$ cat config.mk
export PLATFORM = sky130hd
export DESIGN_NAME = ep1_register_bank
export DESIGN_NICKNAME = d
export VERILOG_FILES = /design/src/rtl/ep1_pkg.sv /design/src/rtl/ep1_register_bank.sv
export SDC_FILE = /design/constraint.sdc
export NUM_CORES = 1
export LEC_CHECK = 0
export ABC_AREA = 1
export BUFFER_PORTS_ARGS = -buffer_cell sky130_fd_sc_hd__buf_2
export CORE_ASPECT_RATIO = 0.75
export CORE_MARGIN = 2
export CORE_UTILIZATION = 30
export CTS_CLUSTER_DIAMETER = 150
export DETAILED_ROUTE_END_ITERATION = 16
export GPL_TIMING_DRIVEN = 1
export PLACE_DENSITY = 0.55
export SLEW_MARGIN = 20
export SYNTH_ARGS = -nofsm -noshare
export SYNTH_HDL_FRONTEND = slang
export SYNTH_SLANG_ARGS = --single-unit
$ cat constraint.sdc
create_clock -name pclk -period 6.6 [get_ports pclk]
set_input_delay 0 -clock pclk [delete_from_list [all_inputs] [get_ports pclk]]
set_output_delay 0 -clock pclk [all_outputs]
set_load 0.01 [all_outputs]
$ cat src/rtl/ep1_pkg.sv
package ep1_pkg;

    // ****************************************
    // word indices (byte address = 4 * index)
    // ****************************************
    localparam logic [5:0] idx_std_top = 6'h0F;
    localparam logic [5:0] idx_fiber_media = 6'h10;
    localparam logic [5:0] idx_good_crc = 6'h12;
    localparam logic [5:0] idx_ext_mode = 6'h13;
    localparam logic [5:0] idx_page1_hi = 6'h1E;
    localparam logic [5:0] idx_page_select = 6'h1F;
    localparam logic [5:0] idx_irq_status = 6'h20;
    localparam logic [5:0] idx_irq_mask = 6'h21;

    // page select values
    localparam logic [15:0] page_main = 16'h0000;
    localparam logic [15:0] page_ext1 = 16'h0001;

    // ****************************************
    // field positions
    // ****************************************
    localparam int fm_tx_rf_lsb = 14;
    localparam int fm_lp_rf_lsb = 12;
    localparam int fm_allow_1000x = 9;
    localparam int fm_allow_100fx = 8;
    localparam int fm_far_end = 6;
    localparam int gc_since_read = 15;
    localparam int em_led_lsb = 12;
    localparam int em_blink_suppress = 11;
    localparam int em_fast_fail = 4;
    localparam int em_xover_lsb = 2;
    localparam int em_signal_detect_input_pol = 0;

    // interrupt status / mask bits
    localparam int irq_far_end = 0;
    localparam int irq_good_pkt = 1;
    localparam int irq_count_wrap = 2;
    localparam int irq_hold_release = 3;

    // counter wraps after this value
    localparam logic [13:0] count_top = 14'h270F;

    // ****************************************
    // types
    // ****************************************
    typedef enum logic [1:0] {
        EP1_XOVER_AUTO,
        EP1_XOVER_RESERVED,
        EP1_XOVER_MDI,
        EP1_XOVER_MDIX
    } ep1_xover_t;

    typedef struct packed {
        logic [1:0] tx_remote_fault;
        logic allow_1000x;
        logic allow_100fx;
    } ep1_media_t;

    typedef struct packed {
        logic [3:0] led_extended;
        logic blink_suppress;
        logic fast_link_fail_en;
        ep1_xover_t xover;
        logic signal_detect_input_active_low;
    } ep1_mode_t;

    typedef struct packed {
        logic [15:0] page_q;
        logic [1:0] tx_rf_q;
        logic allow_1000x_q;
        logic allow_100fx_q;
        logic far_end_q;
        logic pkt_since_q;
        logic [13:0] count_q;
        logic [3:0] led_ext_q;
        logic blink_sup_q;
        logic fast_fail_q;
        logic [1:0] xover_q;
        logic signal_detect_input_pol_q;
        logic [3:0] irq_stat_q;
        logic [3:0] irq_mask_q;
        logic [2:0] hold_sync_q;
        logic hold_q;
        logic [3:0] sig_s0_q;
        logic [3:0] sig_s1_q;
        logic [3:0] sig_s2_q;
        logic [3:0] sig_q;
        logic [3:0] sig_act_q;
        logic blink_q;
        logic cap_q;
        logic err_q;
        logic [31:0] prdata_q;
    } ep1_state_t;

    // reset values: both fiber link-up permits start allowed
    localparam ep1_state_t ep1_state_rst = '{
        allow_1000x_q: 1'b1,
        allow_100fx_q: 1'b1,
        default: '0
    };

endpackage : ep1_pkg

$ cat src/rtl/ep1_register_bank.sv
// The APB slave port was chosen for this implementation.
`timescale 1ns/1ps

module ep1_register_bank
    import ep1_pkg::*;
#(
    parameter logic [2:0] port_id = 3'h0
) (
    input wire logic pclk,
    input wire logic presetn,
    input wire logic ce,
    input wire logic psel,
    input wire logic penable,
    input wire logic pwrite,
    input wire logic [7:0] paddr,
    input wire logic [31:0] pwdata,
    output logic [31:0] prdata,
    output logic pready,
    output logic pslverr,
    output logic std_sel,
    output logic [4:0] std_addr,
    output logic std_wr_stb,
    output logic std_rd_stb,
    output logic [15:0] std_wdata,
    input wire logic [15:0] std_rdata,
    input wire logic [1:0] link_partner_remote_fault,
    input wire logic far_end_fault_event,
    input wire logic good_crc_packet,
    input wire logic low_power_hold_input,
    input wire logic [3:0] signal_detect_input,
    output ep1_media_t media_out,
    output ep1_mode_t mode_out,
    output logic [3:0] signal_detect_active,
    output logic led_hold_blink,
    output logic irq
);

    // ****************************************
    // address decode
    // ****************************************
    localparam logic serdes_port = (port_id <= 3'h3);
    localparam logic phy_zero = (port_id == 3'h0);

    ep1_state_t st;
    ep1_state_t nx;
    logic [5:0] idx;
    logic aligned;
    logic std_hit;
    logic page1_hit;
    logic own_hit;
    logic mapped;
    logic cap;
    logic done;
    logic wr_ok;
    logic rc_fiber;
    logic rc_crc;
    logic hold_fall;
    logic [15:0] rd_word;
    logic [1:0] wr_xover;
    logic [1:0] wr_tx_rf;
    logic wr_allow_1000x;
    logic wr_allow_100fx;

    assign idx = paddr[7:2];
    assign aligned = (paddr[1:0] == 2'h0);
    assign wr_xover = pwdata[em_xover_lsb +: 2];
    // write fields of the fiber media word, named for the checks
    assign wr_tx_rf = pwdata[fm_tx_rf_lsb +: 2];
    assign wr_allow_1000x = pwdata[fm_allow_1000x];
    assign wr_allow_100fx = pwdata[fm_allow_100fx];

    // route by index and page
    always_comb begin
        std_hit = 1'b0;
        page1_hit = 1'b0;
        own_hit = 1'b0;
        if (idx <= idx_std_top) begin
            std_hit = 1'b1;
        end else if (idx <= idx_page1_hi) begin
            if (st.page_q == page_ext1) begin
                page1_hit = 1'b1;
            end else begin
                std_hit = 1'b1;
            end
        end else if (idx == idx_page_select) begin
            own_hit = 1'b1;
        end else if (idx == idx_irq_status) begin
            own_hit = 1'b1;
        end else if (idx == idx_irq_mask) begin
            own_hit = 1'b1;
        end
    end

    assign mapped = aligned && (std_hit || page1_hit || own_hit);

    // ****************************************
    // apb handshake
    // ****************************************
    // first selected cycle of a transfer (setup phase, penable not needed) captures read data
    assign cap = psel && ce && !st.cap_q;
    assign pready = ce && st.cap_q;
    assign done = psel && penable && pready;
    assign wr_ok = done && pwrite && !st.err_q;
    assign prdata = st.prdata_q;
    assign pslverr = st.err_q && pready;

    // read-clear strobes fire at the capture edge
    assign rc_fiber = cap && !pwrite && page1_hit && aligned && (idx == idx_fiber_media);
    assign rc_crc = cap && !pwrite && page1_hit && aligned && (idx == idx_good_crc);

    // standard register space passes outward
    assign std_sel = psel && std_hit && aligned;
    assign std_addr = idx[4:0];
    assign std_wdata = pwdata[15:0];
    assign std_wr_stb = wr_ok && std_hit && aligned;
    assign std_rd_stb = cap && !pwrite && std_hit && aligned;

    // ****************************************
    // read data mux
    // ****************************************
    always_comb begin
        rd_word = 16'h0000;
        if (std_hit) begin
            rd_word = std_rdata;
        end else if (page1_hit) begin
            if (idx == idx_fiber_media) begin
                rd_word[fm_tx_rf_lsb +: 2] = st.tx_rf_q;
                rd_word[fm_lp_rf_lsb +: 2] = link_partner_remote_fault;
                rd_word[fm_allow_1000x] = st.allow_1000x_q;
                rd_word[fm_allow_100fx] = st.allow_100fx_q;
                rd_word[fm_far_end] = st.far_end_q;
            end else if (idx == idx_good_crc) begin
                rd_word[gc_since_read] = st.pkt_since_q;
                rd_word[13:0] = st.count_q;
            end else if (idx == idx_ext_mode) begin
                rd_word[em_led_lsb +: 4] = st.led_ext_q;
                rd_word[em_blink_suppress] = st.blink_sup_q;
                rd_word[em_fast_fail] = st.fast_fail_q;
                rd_word[em_xover_lsb +: 2] = st.xover_q;
                rd_word[em_signal_detect_input_pol] = st.signal_detect_input_pol_q;
            end
        end else if (idx == idx_page_select) begin
            rd_word = st.page_q;
        end else if (idx == idx_irq_status) begin
            rd_word[3:0] = st.irq_stat_q;
        end else if (idx == idx_irq_mask) begin
            rd_word[3:0] = st.irq_mask_q;
        end
    end

    // ****************************************
    // next state
    // ****************************************
    // stable low-power hold going inactive
    assign hold_fall = st.hold_q && (st.hold_sync_q[1] == st.hold_sync_q[2])
        && !st.hold_sync_q[2];

    always_comb begin
        logic [13:0] base;
        logic [3:0] ev;
        logic [3:0] w1c;
        logic [3:0] agree;
        base = 14'h0000;
        ev = 4'h0;
        w1c = 4'h0;
        agree = 4'h0;
        nx = st;

        // bus transfer tracking
        if (cap) begin
            nx.cap_q = 1'b1;
            nx.err_q = !mapped;
            nx.prdata_q = mapped ? {16'h0000, rd_word} : 32'h0000_0000; // refused reads give zero
        end else if (done) begin
            nx.cap_q = 1'b0;
            nx.err_q = 1'b0;
        end

        // register writes at the completion edge
        if (wr_ok && page1_hit) begin
            if (idx == idx_fiber_media) begin
                nx.tx_rf_q = pwdata[fm_tx_rf_lsb +: 2];
                nx.allow_1000x_q = pwdata[fm_allow_1000x];
                nx.allow_100fx_q = pwdata[fm_allow_100fx];
            end else if (idx == idx_ext_mode) begin
                nx.led_ext_q = pwdata[em_led_lsb +: 4];
                nx.blink_sup_q = pwdata[em_blink_suppress];
                nx.fast_fail_q = pwdata[em_fast_fail];
                nx.xover_q = wr_xover;
                nx.signal_detect_input_pol_q = pwdata[em_signal_detect_input_pol];
            end
        end else if (wr_ok && own_hit) begin
            if (idx == idx_page_select) begin
                nx.page_q = pwdata[15:0];
            end else if (idx == idx_irq_status) begin
                w1c = pwdata[3:0];
            end else if (idx == idx_irq_mask) begin
                nx.irq_mask_q = pwdata[3:0];
            end
        end

        // far end fault: clear on read, event wins
        if (rc_fiber) begin
            nx.far_end_q = 1'b0;
        end
        if (far_end_fault_event) begin
            nx.far_end_q = 1'b1;
            ev[irq_far_end] = 1'b1;
        end

        // good packet counter, modulo wrap, clear on read
        base = rc_crc ? 14'h0000 : st.count_q;
        nx.count_q = base;
        if (rc_crc) begin
            nx.pkt_since_q = 1'b0;
        end
        if (good_crc_packet) begin
            nx.pkt_since_q = 1'b1;
            ev[irq_good_pkt] = 1'b1;
            if (base == count_top) begin
                nx.count_q = 14'h0000;
                ev[irq_count_wrap] = 1'b1;
            end else begin
                nx.count_q = base + 14'h0001;
            end
        end

        // low-power hold pin: three stages, second and third must agree
        nx.hold_sync_q = {st.hold_sync_q[1:0], low_power_hold_input};
        if (st.hold_sync_q[1] == st.hold_sync_q[2]) begin
            nx.hold_q = st.hold_sync_q[2];
        end
        nx.blink_q = hold_fall && !st.blink_sup_q;
        ev[irq_hold_release] = hold_fall;

        // signal detect pins with polarity applied
        nx.sig_s0_q = signal_detect_input;
        nx.sig_s1_q = st.sig_s0_q;
        nx.sig_s2_q = st.sig_s1_q;
        agree = ~(st.sig_s1_q ^ st.sig_s2_q);
        nx.sig_q = (agree & st.sig_s2_q) | (~agree & st.sig_q);
        nx.sig_act_q = nx.sig_q ^ {4{nx.signal_detect_input_pol_q}};

        // sticky interrupt status, set wins over clear
        nx.irq_stat_q = (st.irq_stat_q & ~w1c) | ev;
    end

    // ****************************************
    // state register
    // ****************************************
    always_ff @(posedge pclk or negedge presetn) begin
        if (!presetn) begin
            st <= ep1_state_rst;
        end else if (ce) begin
            st <= nx;
        end
    end

    // ****************************************
    // outputs
    // ****************************************
    // fiber controls only on quad ports
    always_comb begin
        media_out.tx_remote_fault = serdes_port ? st.tx_rf_q : 2'h0;
        media_out.allow_1000x = serdes_port && st.allow_1000x_q;
        media_out.allow_100fx = serdes_port && st.allow_100fx_q;
    end

    // mode controls
    always_comb begin
        mode_out.led_extended = st.led_ext_q;
        mode_out.blink_suppress = st.blink_sup_q;
        mode_out.fast_link_fail_en = phy_zero && st.fast_fail_q;
        mode_out.xover = ep1_xover_t'(st.xover_q);
        mode_out.signal_detect_input_active_low = st.signal_detect_input_pol_q;
    end

    assign signal_detect_active = st.sig_act_q;
    assign led_hold_blink = st.blink_q;
    assign irq = |(st.irq_stat_q & st.irq_mask_q);
endmodule : ep1_register_bank

# After elaboration in Yosys (flattened, before gate mapping)
# Cells that the tools add are included.
totals:
  output_inout_bits: 77
  in_bits: 71
  reg_bits: 112
  elab_cells: 151
op_classes:
  order_cmp: 2
  muxes: 52
  bitwise: 15
  n_addsub: 1
  n_eq_ne: 9
  n_reduce_logical: 47
ops:
  columns: ["op", "n"]
  rows:
  - ["16-bit 2-to-1 mux", 3]
  - ["4-bit 2-to-1 mux", 8]
  - ["14-bit 2-to-1 mux", 2]
  - ["1-bit 2-to-1 mux", 26]
  - ["1-bit logical AND", 25]
  - ["6-bit by 5-bit equality test with 1-bit output (second input constant)", 4]
  - ["4-bit AND", 4]
  - ["16-bit by 1-bit equality test with 1-bit output (second input constant)", 1]
  - ["15-bit 2-to-1 mux", 1]
  - ["14-bit by 1-bit adder with 14-bit output (second input constant)", 1]
  - ["14-bit equality test (second input constant)", 1]
  - ["6-bit equality test (second input constant)", 2]
  - ["12-bit 2-to-1 mux", 1]
  - ["6-bit 2-to-1 mux", 2]
  - ["4-bit NOT", 3]
  - ["2-bit 2-to-1 mux", 5]
  - ["2-bit AND reduction", 5]
  - ["3-bit 2-to-1 mux", 3]
  - ["4-bit OR", 2]
  - ["4-bit AND reduction", 2]
  - ["4-bit bitwise XOR", 2]
  - ["6-bit by 4-bit <= comparator with 1-bit output (second input constant)", 1]
  - ["6-bit by 5-bit <= comparator with 1-bit output (second input constant)", 1]
  - ["1-bit logical NOT", 6]
  - ["other kinds (9)", 15]

# Longest topological paths before layout
# Gate-level depths: netlist (run 1).
logic_depth:
  ltp_word: 12
  depth_mapped: 20

# Worst setup path before layout (run 1)
# No wires, ideal clock.
synth_timing:
  path_kind: "reg-to-reg"
  startpoint: "reg st[111] (netlist name)"
  endpoint: "reg st[88] (netlist name)"
  synth_period_minus_slack_ps: 2169
  path_slack_ps: 4431
  t_required_ps: 6482
  stages_incl_launch_ff: 19
  t_arrival_ps: 2051
  cell_sequence: "dfrtp_1 -> nor2_1 -> nand2_1 -> nor2_1 -> nand2_1 -> nor2_2 -> nand3_4 -> buf_4 -> inv_1 -> nor2_1 -> ha_1 -> nand2_1 -> inv_1 -> nand4_2 -> nor2_2 -> nand3_1 -> o21ai_1 -> nand3_1 -> nand2_1"
synth_via:
  elab_chain_len: 11
  word_cells_on_any_way: 12
  cone_classes: "add/sub: 1; eq/ne: 2; mux: 6; reduce/logical: 3"
synth_lines:
  columns: ["element", "line", "source"]
  rows:
  - ["start, declared", "ep1_register_bank.sv:44", "ep1_state_t st;"]
  - ["start signal, assigned", "ep1_register_bank.sv:253", "st <= ep1_state_rst;"]
  - ["start signal, assigned", "ep1_register_bank.sv:255", "st <= nx;"]
  - ["16-bit by 1-bit equality test with 1-bit output *", "ep1_register_bank.sv:80", "if (st.page_q == page_ext1) begin"]
  - ["1-bit 2-to-1 mux *", "ep1_register_bank.sv:80", null]
  - ["1-bit 2-to-1 mux *", "ep1_register_bank.sv:79", "end else if (idx <= idx_page1_hi) begin"]
  - ["1-bit 2-to-1 mux *", "ep1_register_bank.sv:77", "if (idx <= idx_std_top) begin"]
  - ["1-bit logical AND * (3 in a row)", "ep1_register_bank.sv:109", "assign rc_crc = cap && !pwrite && page1_hit && aligned && (idx == idx_good_crc);"]
  - ["14-bit 2-to-1 mux *", "ep1_register_bank.sv:212", "base = rc_crc ? 14'h0000 : st.count_q;"]
  - ["14-bit by 1-bit adder with 14-bit output / 14-bit equality test (equally long branches)", "ep1_register_bank.sv:224, ep1_register_bank.sv:220", null]
  - ["14-bit 2-to-1 mux", "ep1_register_bank.sv:220", "if (base == count_top) begin"]
  - ["15-bit 2-to-1 mux *", "ep1_register_bank.sv:217", "if (good_crc_packet) begin"]
# Mark *: on every way between the ends. The rest lies on a longest branch, timed or not.
# A chain may end at the register's enable or synchronous reset.

# Final worst setup path (run 1)
layout_timing:
  startpoint: "reg st[100] (netlist name)"
  endpoint: "reg st[88] (netlist name)"
# Same word-level chain as after synthesis.

==> summary.md, run 1 <==
| Metric | Value |
|---|---|
| Status | finished, final reports clean |
| Initial antenna violation count | 0 |
| Hold Vio Cnt, Final | 0 |
| DR pass1 iterations | 5 |
| Detailed placement HPWL | 11200 um |
| DR vias/cell | 4.59 |
| Worst-Margin Slew | 0.930 ns |
| Synth cell types | 47 |
| Most instantiated library cell after synthesis | nand2_1 |
| Post-Synth Simple-Gate Area | 24.0% |
| Deepest clock path buffer count | 2 |
| Yosys warning count | 0 |
| Top cells by count, synth | nand2_1, dfrtp_1, o21ai_0 |
| Data required, critical path | 6.85 ns |
| Wire length per cell | 14.7 um |
| Power Total | 1480 uW |
| Area Overhead vs Synth | 18.5% |
| # port buffers | 115 |
| Slew Viols, Final | 0 |
| Crit. Startpoint | st[100] |
| CTS root buf | clkbuf_16 |
| Tcrit/Tclk final | 48.2% |
| Sequential share of the synthesized area | 43.7% |
| Setup crit start kind | flip-flop |
| RR Startpoint | st[100] |
| Core area | 17800 um^2 |
| CP Capture Type | flip-flop |
| Setup slack, reg-to-reg | 3.42 ns |
| Adder-cell share of the synthesized area | 0.955% |
| Final setup vio count | 0 |
| Row cnt | 42 |
| Min-delay src | pwdata[2] |
| Crit Path Class | reg2reg |
| CTS tree | done |
| Die area | 19400 um^2 |
| Worst-Skew Late Latency | 0.36 ns |
| Dpl cell area | 5850 um^2 |
| Area contributors post-synth | dfrtp_1, nand2_1, buf_4 |
| Routed Antenna Nets | 0 |
| Iter 0 DRT Violations | 410 |
| H-tree Lvls | 3 |
| Cells after Synth | 703 |
| Largest net degree at the start of global routing | 59 |
| Min Tclk post-route | 3.18 ns |
| Power Dens Cells | 226 nW/um^2 |
| RSZ-0062 raised after global routing | no |
| Final Core Density | 36.6% |
| Synth top area share | 42.8% |
| Tot GR Track Use | 16.3% |
| CP Max Fanout | 21 |
| Largest family of logic cells by synthesized area | simple AND/OR/NAND/NOR gates |
| Initial Util | 30.9% |
| Layout cell share with drive strength beyond 1 | 21.8% |
| Nets | 866 |
| Via Count | 4782 |
| Number of global-route vias before repair | 4286 |
| Critical path destination | st[88] |
| Min-delay worst type | in2reg |
| Top_reg_cell synth | dfrtp_1 |
| Die span in y | 121 um |
| Compound-gate portion of the synthesized area | 13.7% |
| Final setup skew | 0.00981 ns |
| Post-synthesis mux area share | 0.819% |
| Filler instances | 1892 |
| Mean Syn Cell Area | 7.82 um^2 |
| Max-cap viol count | 0 |
| Maximum VDD drop | 0.115 mV |
| I/O pin total | 148 |
| WHS | 0.00233 ns |
| Xor and xnor area share after synthesis | 0.796% |
| Lkg Pwr | 0.00331 uW |
| CTS sink count | 96 |
| First-pass GRT wire length | 24400 um |
| Setup TNS | 0 ns |
| Fraction of registers with async set/reset | 100% |
| Total gr overflow | 0 |
| Post-layout instance area | 6520 um^2 |
| Total routed wirelength | 15300 um |
| Yosys top cell by area | dfrtp_1 |
| Seq cells post-synth | 96 |
| # diodes | 0 |
| DR DRC count | 0 |
| Synthesized cell area | 5500 um^2 |
| Post-synth EDFFs | 0 |
| Worst R2R End | st[88] |
| R2r worst-path depth | 17 |
| Die Wd | 160 um |
| Cts bufs inserted | 9 |
| Final Wtd Congestion | 0.895 |
| Critical Path AT | 3.43 ns |
| Clk slew on worst S/H paths | 0.07 ns |
| F_max | 0.314 GHz |
| Max-slew headroom | 37.2% |
## cells by family (layout without fill, tap and decap cells)
family / Yosys count / count (layout)
AND/OR/NAND/NOR: 299 / 299
buffers and inverters: 158 / 239
AO/OA/AOI/OAI: 135 / 135
flip-flops: 96 / 96
adder cells (fa/ha/maj): 5 / 5
XOR/XNOR: 5 / 5
multiplexers: 4 / 4
other: 1 / 16
## where the power goes
part / switching [uW] / internal (uW)
Clock: 253 / 302
Sequential: 43.1 / 637
Combinational: 144 / 95.8
Total: 440 / 1040
## layout by cell type, fill, tap and decap left out, drive strengths merged, types with 16 or more instances in the layout
master,count
nand2,195
dfrtp,94
dlygate4sd3,36
conb,16
a21oi,16
nor2,50
o21ai,88
buf,119
nand3,34
inv,68
## final cells by class
cell class | instances | area (um^2) | share of cell area, %
sequential | 96 | 2400 | 36.9
clock inverter | 7 | 85.1 | 1.31
clock buffer | 9 | 225 | 3.45
inverter | 68 | 260 | 3.99
timing repair buffer | 155 | 968 | 14.9
tap | 242 | 303 | 4.64
multi-input combinational | 464 | 2270 | 34.9
## routing by layer
layer  wire, um  vias to the layer above  track usage (%)
li1           -                     2391                -
met1       7960                     2221             24.9
met2       6090                      160             22.2
met3       1090                       10             4.78
met4        161                        0             3.83
met5          0                        -                0
## critical path, cell delays in order (launching register included)
cell and delay (ns):
dfrtp_1 0.44, nor2_1 0.12, nand2_1 0.09, nor2_1 0.14, nand2_1 0.08, nor2_2 0.49, nand3_4 0.39, inv_1 0.36
nor2_1 0.10, ha_1 0.21, nand2_1 0.10, inv_1 0.05, nand4_2 0.14, nor2_2 0.09, nand3_1 0.08, o21ai_1 0.06
nand3_1 0.08, nand2_1 0.05
## flip-flops by register name, summed over array words and instances (netlist names)
| register | flops |
|---|---|
| mode_out | 9 |
| nx | 10 |
| signal_detect_active | 4 |
| led_hold_blink | 1 |
| prdata | 16 |
| st | 52 |
| media_out | 4 |
## worst min path at each step
stage	depth (start not counted)	endpoint	slack, ns
floorplan	0	led_hold_blink	-0.30
global placement	1	prdata[13]	0.02
detailed placement	1	prdata[13]	0.03
CTS	4	prdata[0]	0.0003
global route	4	prdata[0]	0.01
finish	3	st[98]	0.002
## stage by stage
stage	setup WS, ns	std cells
final	3.42	1041
after global routing	3.08	1041
after global placement	3.37	989
after detailed placement	3.35	989
after CTS	3.47	1041
after floorplan	4.43	718
## repair_timing
action / in CTS / in global routing
hold endpoints to repair: 84 / 0
gates resized for setup: 0 / 0
buffers inserted: 0 / 0
hold buffers: 36 / 0
No activity file was read; power rests on OpenSTA's default activity.
==> run 2, diff against run 1 <==
==> constraint.sdc (replaced) <==
create_clock -name pclk -period 3.1 [get_ports pclk]
set_input_delay 0 -clock pclk [delete_from_list [all_inputs] [get_ports pclk]]
set_output_delay 0 -clock pclk [all_outputs]
set_load 0.01 [all_outputs]
==> run 2 against run 1 <==
Net effect:
- clock skew about the same
- power up 110%
- final area up 1.1%
- global-route usage up 0.22 points
- critical endpoint unchanged
- largest cell class unchanged
- first-iteration DRC count up 0.49%
- largest power group unchanged
- fmax up 25%
==> summary.md, run 2 (synthesis results as in run 1) <==
| Metric | Value |
|---|---|
| First-pass GRT wire length | 24500 um (+0.34%) |
| Commonest non-fill, non-tap cell in the layout | nand2_1 |
| DR DRC count | 0 (unchanged) |
| Area of the multi-input gates | 2270 um^2 (unchanged) |
| WHS | 0.0233 ns (+0.0210 ns) |
| Max-slew headroom | 44.8% (+7.6 points) |
| Data required, critical path | 3.34 ns (-3.51 ns) |
| Layout cell share with drive strength beyond 1 | 22.5% (+0.75 points) |
| Detailed placement HPWL | 11500 um (+2.5%) |
| Critical Path AT | 2.79 ns (-0.64 ns) |
| Maximum VDD drop | 0.254 mV (+120%) |
| Total routed wirelength | 15700 um (+2.5%) |
| Tcrit/Tclk final | 82.1% (+34 points) |
| Worst-Margin Slew | 0.817 ns (-0.113 ns) |
| RSZ-0062 raised after global routing | no |
| Lkg Pwr | 0.00335 uW (+1.2%) |
| Largest net degree at the start of global routing | 60 (+1.7%) |
| # diodes | 0 (unchanged) |
| Area Overhead vs Synth | 19.8% |
| Status | finished, final reports clean |
| Max-cap viol count | 0 (unchanged) |
| F_max | 0.393 GHz (+25%) |
| Largest register FFs | 52 (unchanged) |
| Initial Util | 30.9% (unchanged) |
| Worst setup margin | 0.553 ns (-2.86 ns) |
| Slew Viols, Final | 0 (unchanged) |
| Postcts setup bufs | 0 (unchanged) |
| Number of global-route vias before repair | 4372 (+2.0%) |
| Setup WS pre-CTS | 0.625 ns (-2.73 ns) |
| Total gr overflow | 0 (unchanged) |
| Clk slew on worst S/H paths | 0.07 ns (about the same) |
| Die area | 19400 um^2 (unchanged) |
| Hold Vio Cnt, Final | 0 (unchanged) |
| Commonest cells after routing, fill and taps aside | nand2_1, buf_2, dfrtp_1 |
| Iter 0 DRT Violations | 412 (+0.49%) |
| Final setup skew | 0.00965 ns (-0.000161 ns) |
| Tot GR Track Use | 16.5% (+0.22 points) |
| Setup TNS | 0 ns (unchanged) |
| Power Total | 3160 uW (+110%) |
| CP Capture Type | flip-flop |
| DR vias/cell | 4.53 (-1.5%) |
| Nets | 875 (+1.0%) |
| # port buffers | 115 (unchanged) |
| Row cnt | 42 (unchanged) |
| Inst Count DP | 997 (+0.81%) |
| Routed Antenna Nets | 0 (unchanged) |
| Worst-Skew Late Latency | 0.36 ns (about the same) |
| Power Dens Cells | 480 nW/um^2 (+110%) |
| Filler instances | 1893 (+0.053%) |
| CTS sink count | 96 (unchanged) |
| Core area | 17800 um^2 (unchanged) |
| Top reg by flops | st |
| Min Tclk post-route | 2.55 ns (-0.637 ns) |
| H-tree Lvls | 3 (unchanged) |
| Final Wtd Congestion | 0.900 (+0.57%) |
| Cts bufs inserted | 9 (unchanged) |
| Initial antenna violation count | 0 (unchanged) |
| Crit Path Class | reg2reg |
| Min-delay worst type | in2reg |
| Reg area | 2400 um^2 (unchanged) |
| Deepest clock path buffer count | 2 (unchanged) |
| CTS tree | done |
| Die span in y | 121 um (unchanged) |
| Final setup vio count | 0 (unchanged) |
| Via Count | 4753 (-0.61%) |
| CP Max Fanout | 7 (-67%) |
| Setup crit start kind | flip-flop |
| I/O pin total | 148 (unchanged) |
| DR pass1 iterations | 5 (unchanged) |
| Non-filler cells in the finished layout | 1050 (+0.86%) |
| CTS root buf | clkbuf_16 |
| Wire length per cell | 14.9 um (+1.6%) |
| Die Wd | 160 um (unchanged) |
-- run 2: changes by cell type in the layout (fill, tap and decap cells not counted), sizes merged --
cell,previous run,this run
dlygate4sd3,36,37
clkinv,6,5
buf,119,127
clkinvlp,0,1
-- run 2: final timing paths --
path / end / startpoint / slack, ns / cells after the start
max: st[88] / st[102] / 0.55 / 17
min in group asynchronous: prdata[13] / presetn / 0.26 / 2
min reg2reg: nx[48] / nx[48] / 0.47 / 2
max reg2reg: st[88] / st[102] / 0.55 / 17
min: st[32] / paddr[7] / 0.02 / 3
max in group asynchronous: mode_out[4] / presetn / 2.04 / 3
-- run 2: cell type report --
type                    count  area share [%]
clock inverters             7            1.31
clock buffers               9            3.42
flip-flops and latches     96            36.5
inverters                  68            3.95
repair buffers            164            15.8
well taps                 242            4.59
multi-input cells         464            34.5
-- run 2: through the flow --
step,utilization [%],area [um^2]
floorplan,-,5560
global placement,33.2,5910
detailed placement,33.2,5910
CTS,37.0,6590
global route,37.0,6590
finish,37.0,6590
-- run 2: what timing repair did --
action | in CTS | in global routing
hold buffers | 37 | 0
hold endpoints to repair | 103 | 0
gates resized for setup | 0 | 0
-- run 2: where the power goes --
| group | switching [uW] | leakage, uW | internal, uW | total [uW] |
|---|---|---|---|---|
| logic | 307 | 0.00194 | 208 | 515 |
| clock network | 553 | 0.000150 | 645 | 1200 |
| registers | 91.6 | 0.00126 | 1360 | 1450 |
| total | 951 | 0.00335 | 2210 | 3160 |
-- run 2: per-layer routing --
layer / track usage (%) / wire length, um / vias up
met2: 21.8 / 6180 / 147
met3: 4.48 / 1040 / 10
met1: 26.1 / 8340 / 2186
li1: - / - / 2410
met5: 0 / 0 / -
met4: 3.77 / 122 / 0
-- run 2: critical path: stages, from the launching register on --
cell and delay, ns:
dfrtp_1 0.40, nor2_1 0.13, nand2_1 0.10, nor2_1 0.14, nand2_1 0.08, nor2_2 0.16, nand3_4 0.14, inv_1 0.30
nor2_1 0.11, ha_1 0.21, nand2_1 0.11, inv_1 0.06, nand4_2 0.14, nor2_2 0.09, nand3_1 0.08, o21ai_1 0.06
nand3_1 0.08, nand2_1 0.06
==> run 3, diff against run 2 <==
==> constraint.sdc (replaced) <==
create_clock -name pclk -period 2.35 [get_ports pclk]
set_input_delay 0 -clock pclk [delete_from_list [all_inputs] [get_ports pclk]]
set_output_delay 0 -clock pclk [all_outputs]
set_load 0.01 [all_outputs]
==> run 3 against run 2 <==
Net effect:
- worst setup slack got worse by 0.46 ns
- first-iteration DRC count down 6.1%
- via count is 3.5% higher
- global-route usage is 0.34 points higher
- count of clock-buffer cells in the layout increased by 1
- critical path depth fell by 2
- fmax is 13% higher
- routed wire length is 3.0% higher
- sequential share of layout area fell by 1.2 points
- critical path type unchanged
- critical endpoint is now st[85]
==> summary.md, run 3 (synthesis results as in run 1) <==
| Metric | Value |
|---|---|
| WHS | 0.0131 ns (-0.0102 ns) |
| Setup crit start kind | flip-flop |
| I/O pin total | 148 (unchanged) |
| Die Wd | 160 um (unchanged) |
| Nets | 897 (+2.5%) |
| Clk slew on worst S/H paths | 0.07 ns (about the same) |
| Layout cell share with drive strength beyond 1 | 25.5% (+3.0 points) |
| Min-delay worst type | in2reg |
| Hold Vio Cnt, Final | 0 (unchanged) |
| Deepest clock path buffer count | 2 (unchanged) |
| Commonest non-fill, non-tap cell in the layout | nand2_1 |
| DR vias/cell | 4.59 (+1.3%) |
| Top reg by flops | st |
| Logic pwr share | 16.5% (+0.2 points) |
| CP Max Fanout | 9 (+2) |
| Power Dens Cells | 627 nW/um^2 (+31%) |
| Most Frequent Cell on Critical Path | nand2_1 |
| Number of global-route vias before repair | 4435 (+1.4%) |
| CTS tree | done |
| CP Capture Type | flip-flop |
| DR DRC count | 0 (unchanged) |
| Min Tclk post-route | 2.26 ns (-0.287 ns) |
| Bufs and invs on worst path | 2 (unchanged) |
| Commonest cells after routing, fill and taps aside | nand2_1, buf_2, dfrtp_1 |
| Crit Path Class | reg2reg |
| # port buffers | 115 (unchanged) |
| CP max stage delay | 0.40 ns (about the same) |
| Wire length per cell | 15.1 um (+0.85%) |
| Lkg Pwr | 0.00346 uW (+3.2%) |
| Largest register FFs | 52 (unchanged) |
| Die area | 19400 um^2 (unchanged) |
| CP max-delay cell | dfrtp_1 |
| CTS root buf | clkbuf_16 |
| Total gr overflow | 0 (unchanged) |
| Area Overhead vs Synth | 23.8% |
| Top Family by Delay on Critical Path | simple AND/OR/NAND/NOR gates |
| Initial Util | 30.9% (unchanged) |
| Via Count | 4918 (+3.5%) |
| Worst setup margin | 0.0903 ns (-0.463 ns) |
| Worst-Margin Slew | 0.644 ns (-0.173 ns) |
| Max-cap viol count | 0 (unchanged) |
| Internal Pwr Total | 3040 uW (+38%) |
| DR pass1 iterations | 4 (-1) |
| H-tree Lvls | 3 (unchanged) |
| Tcrit/Tclk final | 96.2% (+14 points) |
| Cts bufs inserted | 9 (unchanged) |
| # diodes | 0 (unchanged) |
| Sequential Power Share | 44.9% (-0.9 points) |
| Setup WS pre-CTS | 0.105 ns (-0.520 ns) |
| Status | finished, final reports clean |
| Routed Antenna Nets | 0 (unchanged) |
| Worst-Skew Late Latency | 0.35 ns (about the same) |
| Maximum VDD drop | 0.304 mV (+20%) |
| Data required, critical path | 2.60 ns (-0.74 ns) |
| Initial antenna violation count | 0 (unchanged) |
| Crit path cell chain | nor2_1 > nand2_1 > nor2_2 > nand2_2 > nor2_4 > nand3_4 > buf_4 > o21ai_1 > nand3_1 > nor2_2 > nand3_2 > nand2_2 > inv_2 > nand2_1 > nand2_1 |
| First-pass GRT wire length | 25100 um (+2.6%) |
| Row cnt | 42 (unchanged) |
| Largest net degree at the start of global routing | 49 (-18%) |
| Switching fraction of total power | 28.8% (-1.3 points) |
| Iter 0 DRT Violations | 387 (-6.1%) |
| Final setup skew | 0.00750 ns (-0.00216 ns) |
| F_max | 0.443 GHz (+13%) |
| Max-slew headroom | 57.0% (+12 points) |
| Core area | 17800 um^2 (unchanged) |
| Slew Viols, Final | 0 (unchanged) |
| Final Wtd Congestion | 0.844 (-6.2%) |
| Die span in y | 121 um (unchanged) |
| Psw | 1230 uW (+29%) |
| Total routed wirelength | 16100 um (+3.0%) |
| Clk pwr share | 38.5% (+0.6 points) |
| Tot GR Track Use | 16.8% (+0.34 points) |
| CTS sink count | 96 (unchanged) |
| Critical Path AT | 2.51 ns (-0.28 ns) |
| Detailed placement HPWL | 11900 um (+3.0%) |
| Final setup vio count | 0 (unchanged) |
==> run 3: what timing repair did <==
item,CTS,global route
endpoints found under the hold margin,89,0
gates resized for setup,0,10
setup endpoints to repair,0,8
setup buffers,0,12
hold buffers,36,0
==> run 3: power by group through the flow <==
stage,Clock [uW],Sequential (uW),Combinational (uW)
6_report,1650,1920,706
5_1_grt,1760,1940,796
4_1_cts,1690,1910,696
3_5_place_dp,0,1940,646
3_3_place_gp,0,1940,642
2_1_floorplan,0,1910,479
==> run 3: final cells by class <==
cell class	count	area, um^2
Tap cell	242	303
Sequential cell	96	2400
Fill cell	1880	11000
Clock inverter	6	91.3
Multi-Input combinational cell	464	2310
Clock buffer	10	239
Timing Repair Buffer	186	1200
Inverter	68	260
==> run 3: worst register-to-register path: stages, from the launching register on <==
cell and delay (ns):
dfrtp_1 0.40, nor2_1 0.11, nand2_1 0.12, nor2_2 0.17, nand2_2 0.09, nor2_4 0.14
nand3_4 0.13, buf_4 0.22, o21ai_1 0.09, nand3_1 0.12, nor2_2 0.13, nand3_2 0.10
nand2_2 0.15, inv_2 0.07, nand2_1 0.07, nand2_1 0.04
==> run 3: final timing paths <==
kind,from,to,slack [ns],cells past startpoint
setup reg to reg,st[99],st[85],0.09,15
setup / recovery,st[99],st[85],0.09,15
max in group asynchronous,presetn,media_out[1],1.36,3
hold reg to reg,nx[50],nx[50],0.47,2
hold / removal,pwdata[3],st[99],0.01,3
min in group asynchronous,presetn,st[101],0.23,2
==> run 3: stage by stage <==
step	TNS (ns)	std cells	total power, uW	util (%)	instance area (um^2)
after floorplan	0	718	2390	-	5560
after global placement	0	1008	2580	33.6	5990
after detailed placement	0	1008	2590	33.6	5990
after CTS	0	1060	4300	37.5	6680
after global routing	-0.211	1072	4490	38.2	6810
final	0	1072	4270	38.2	6810
==> run 3: routing by layer <==
metal / up-vias / track usage [%] / routed length (um)
met4: 0 / 4.28 / 224
met2: 152 / 22.5 / 6350
met1: 2307 / 26.7 / 8600
li1: 2443 / - / -
met5: - / 0 / 0
met3: 16 / 3.76 / 974
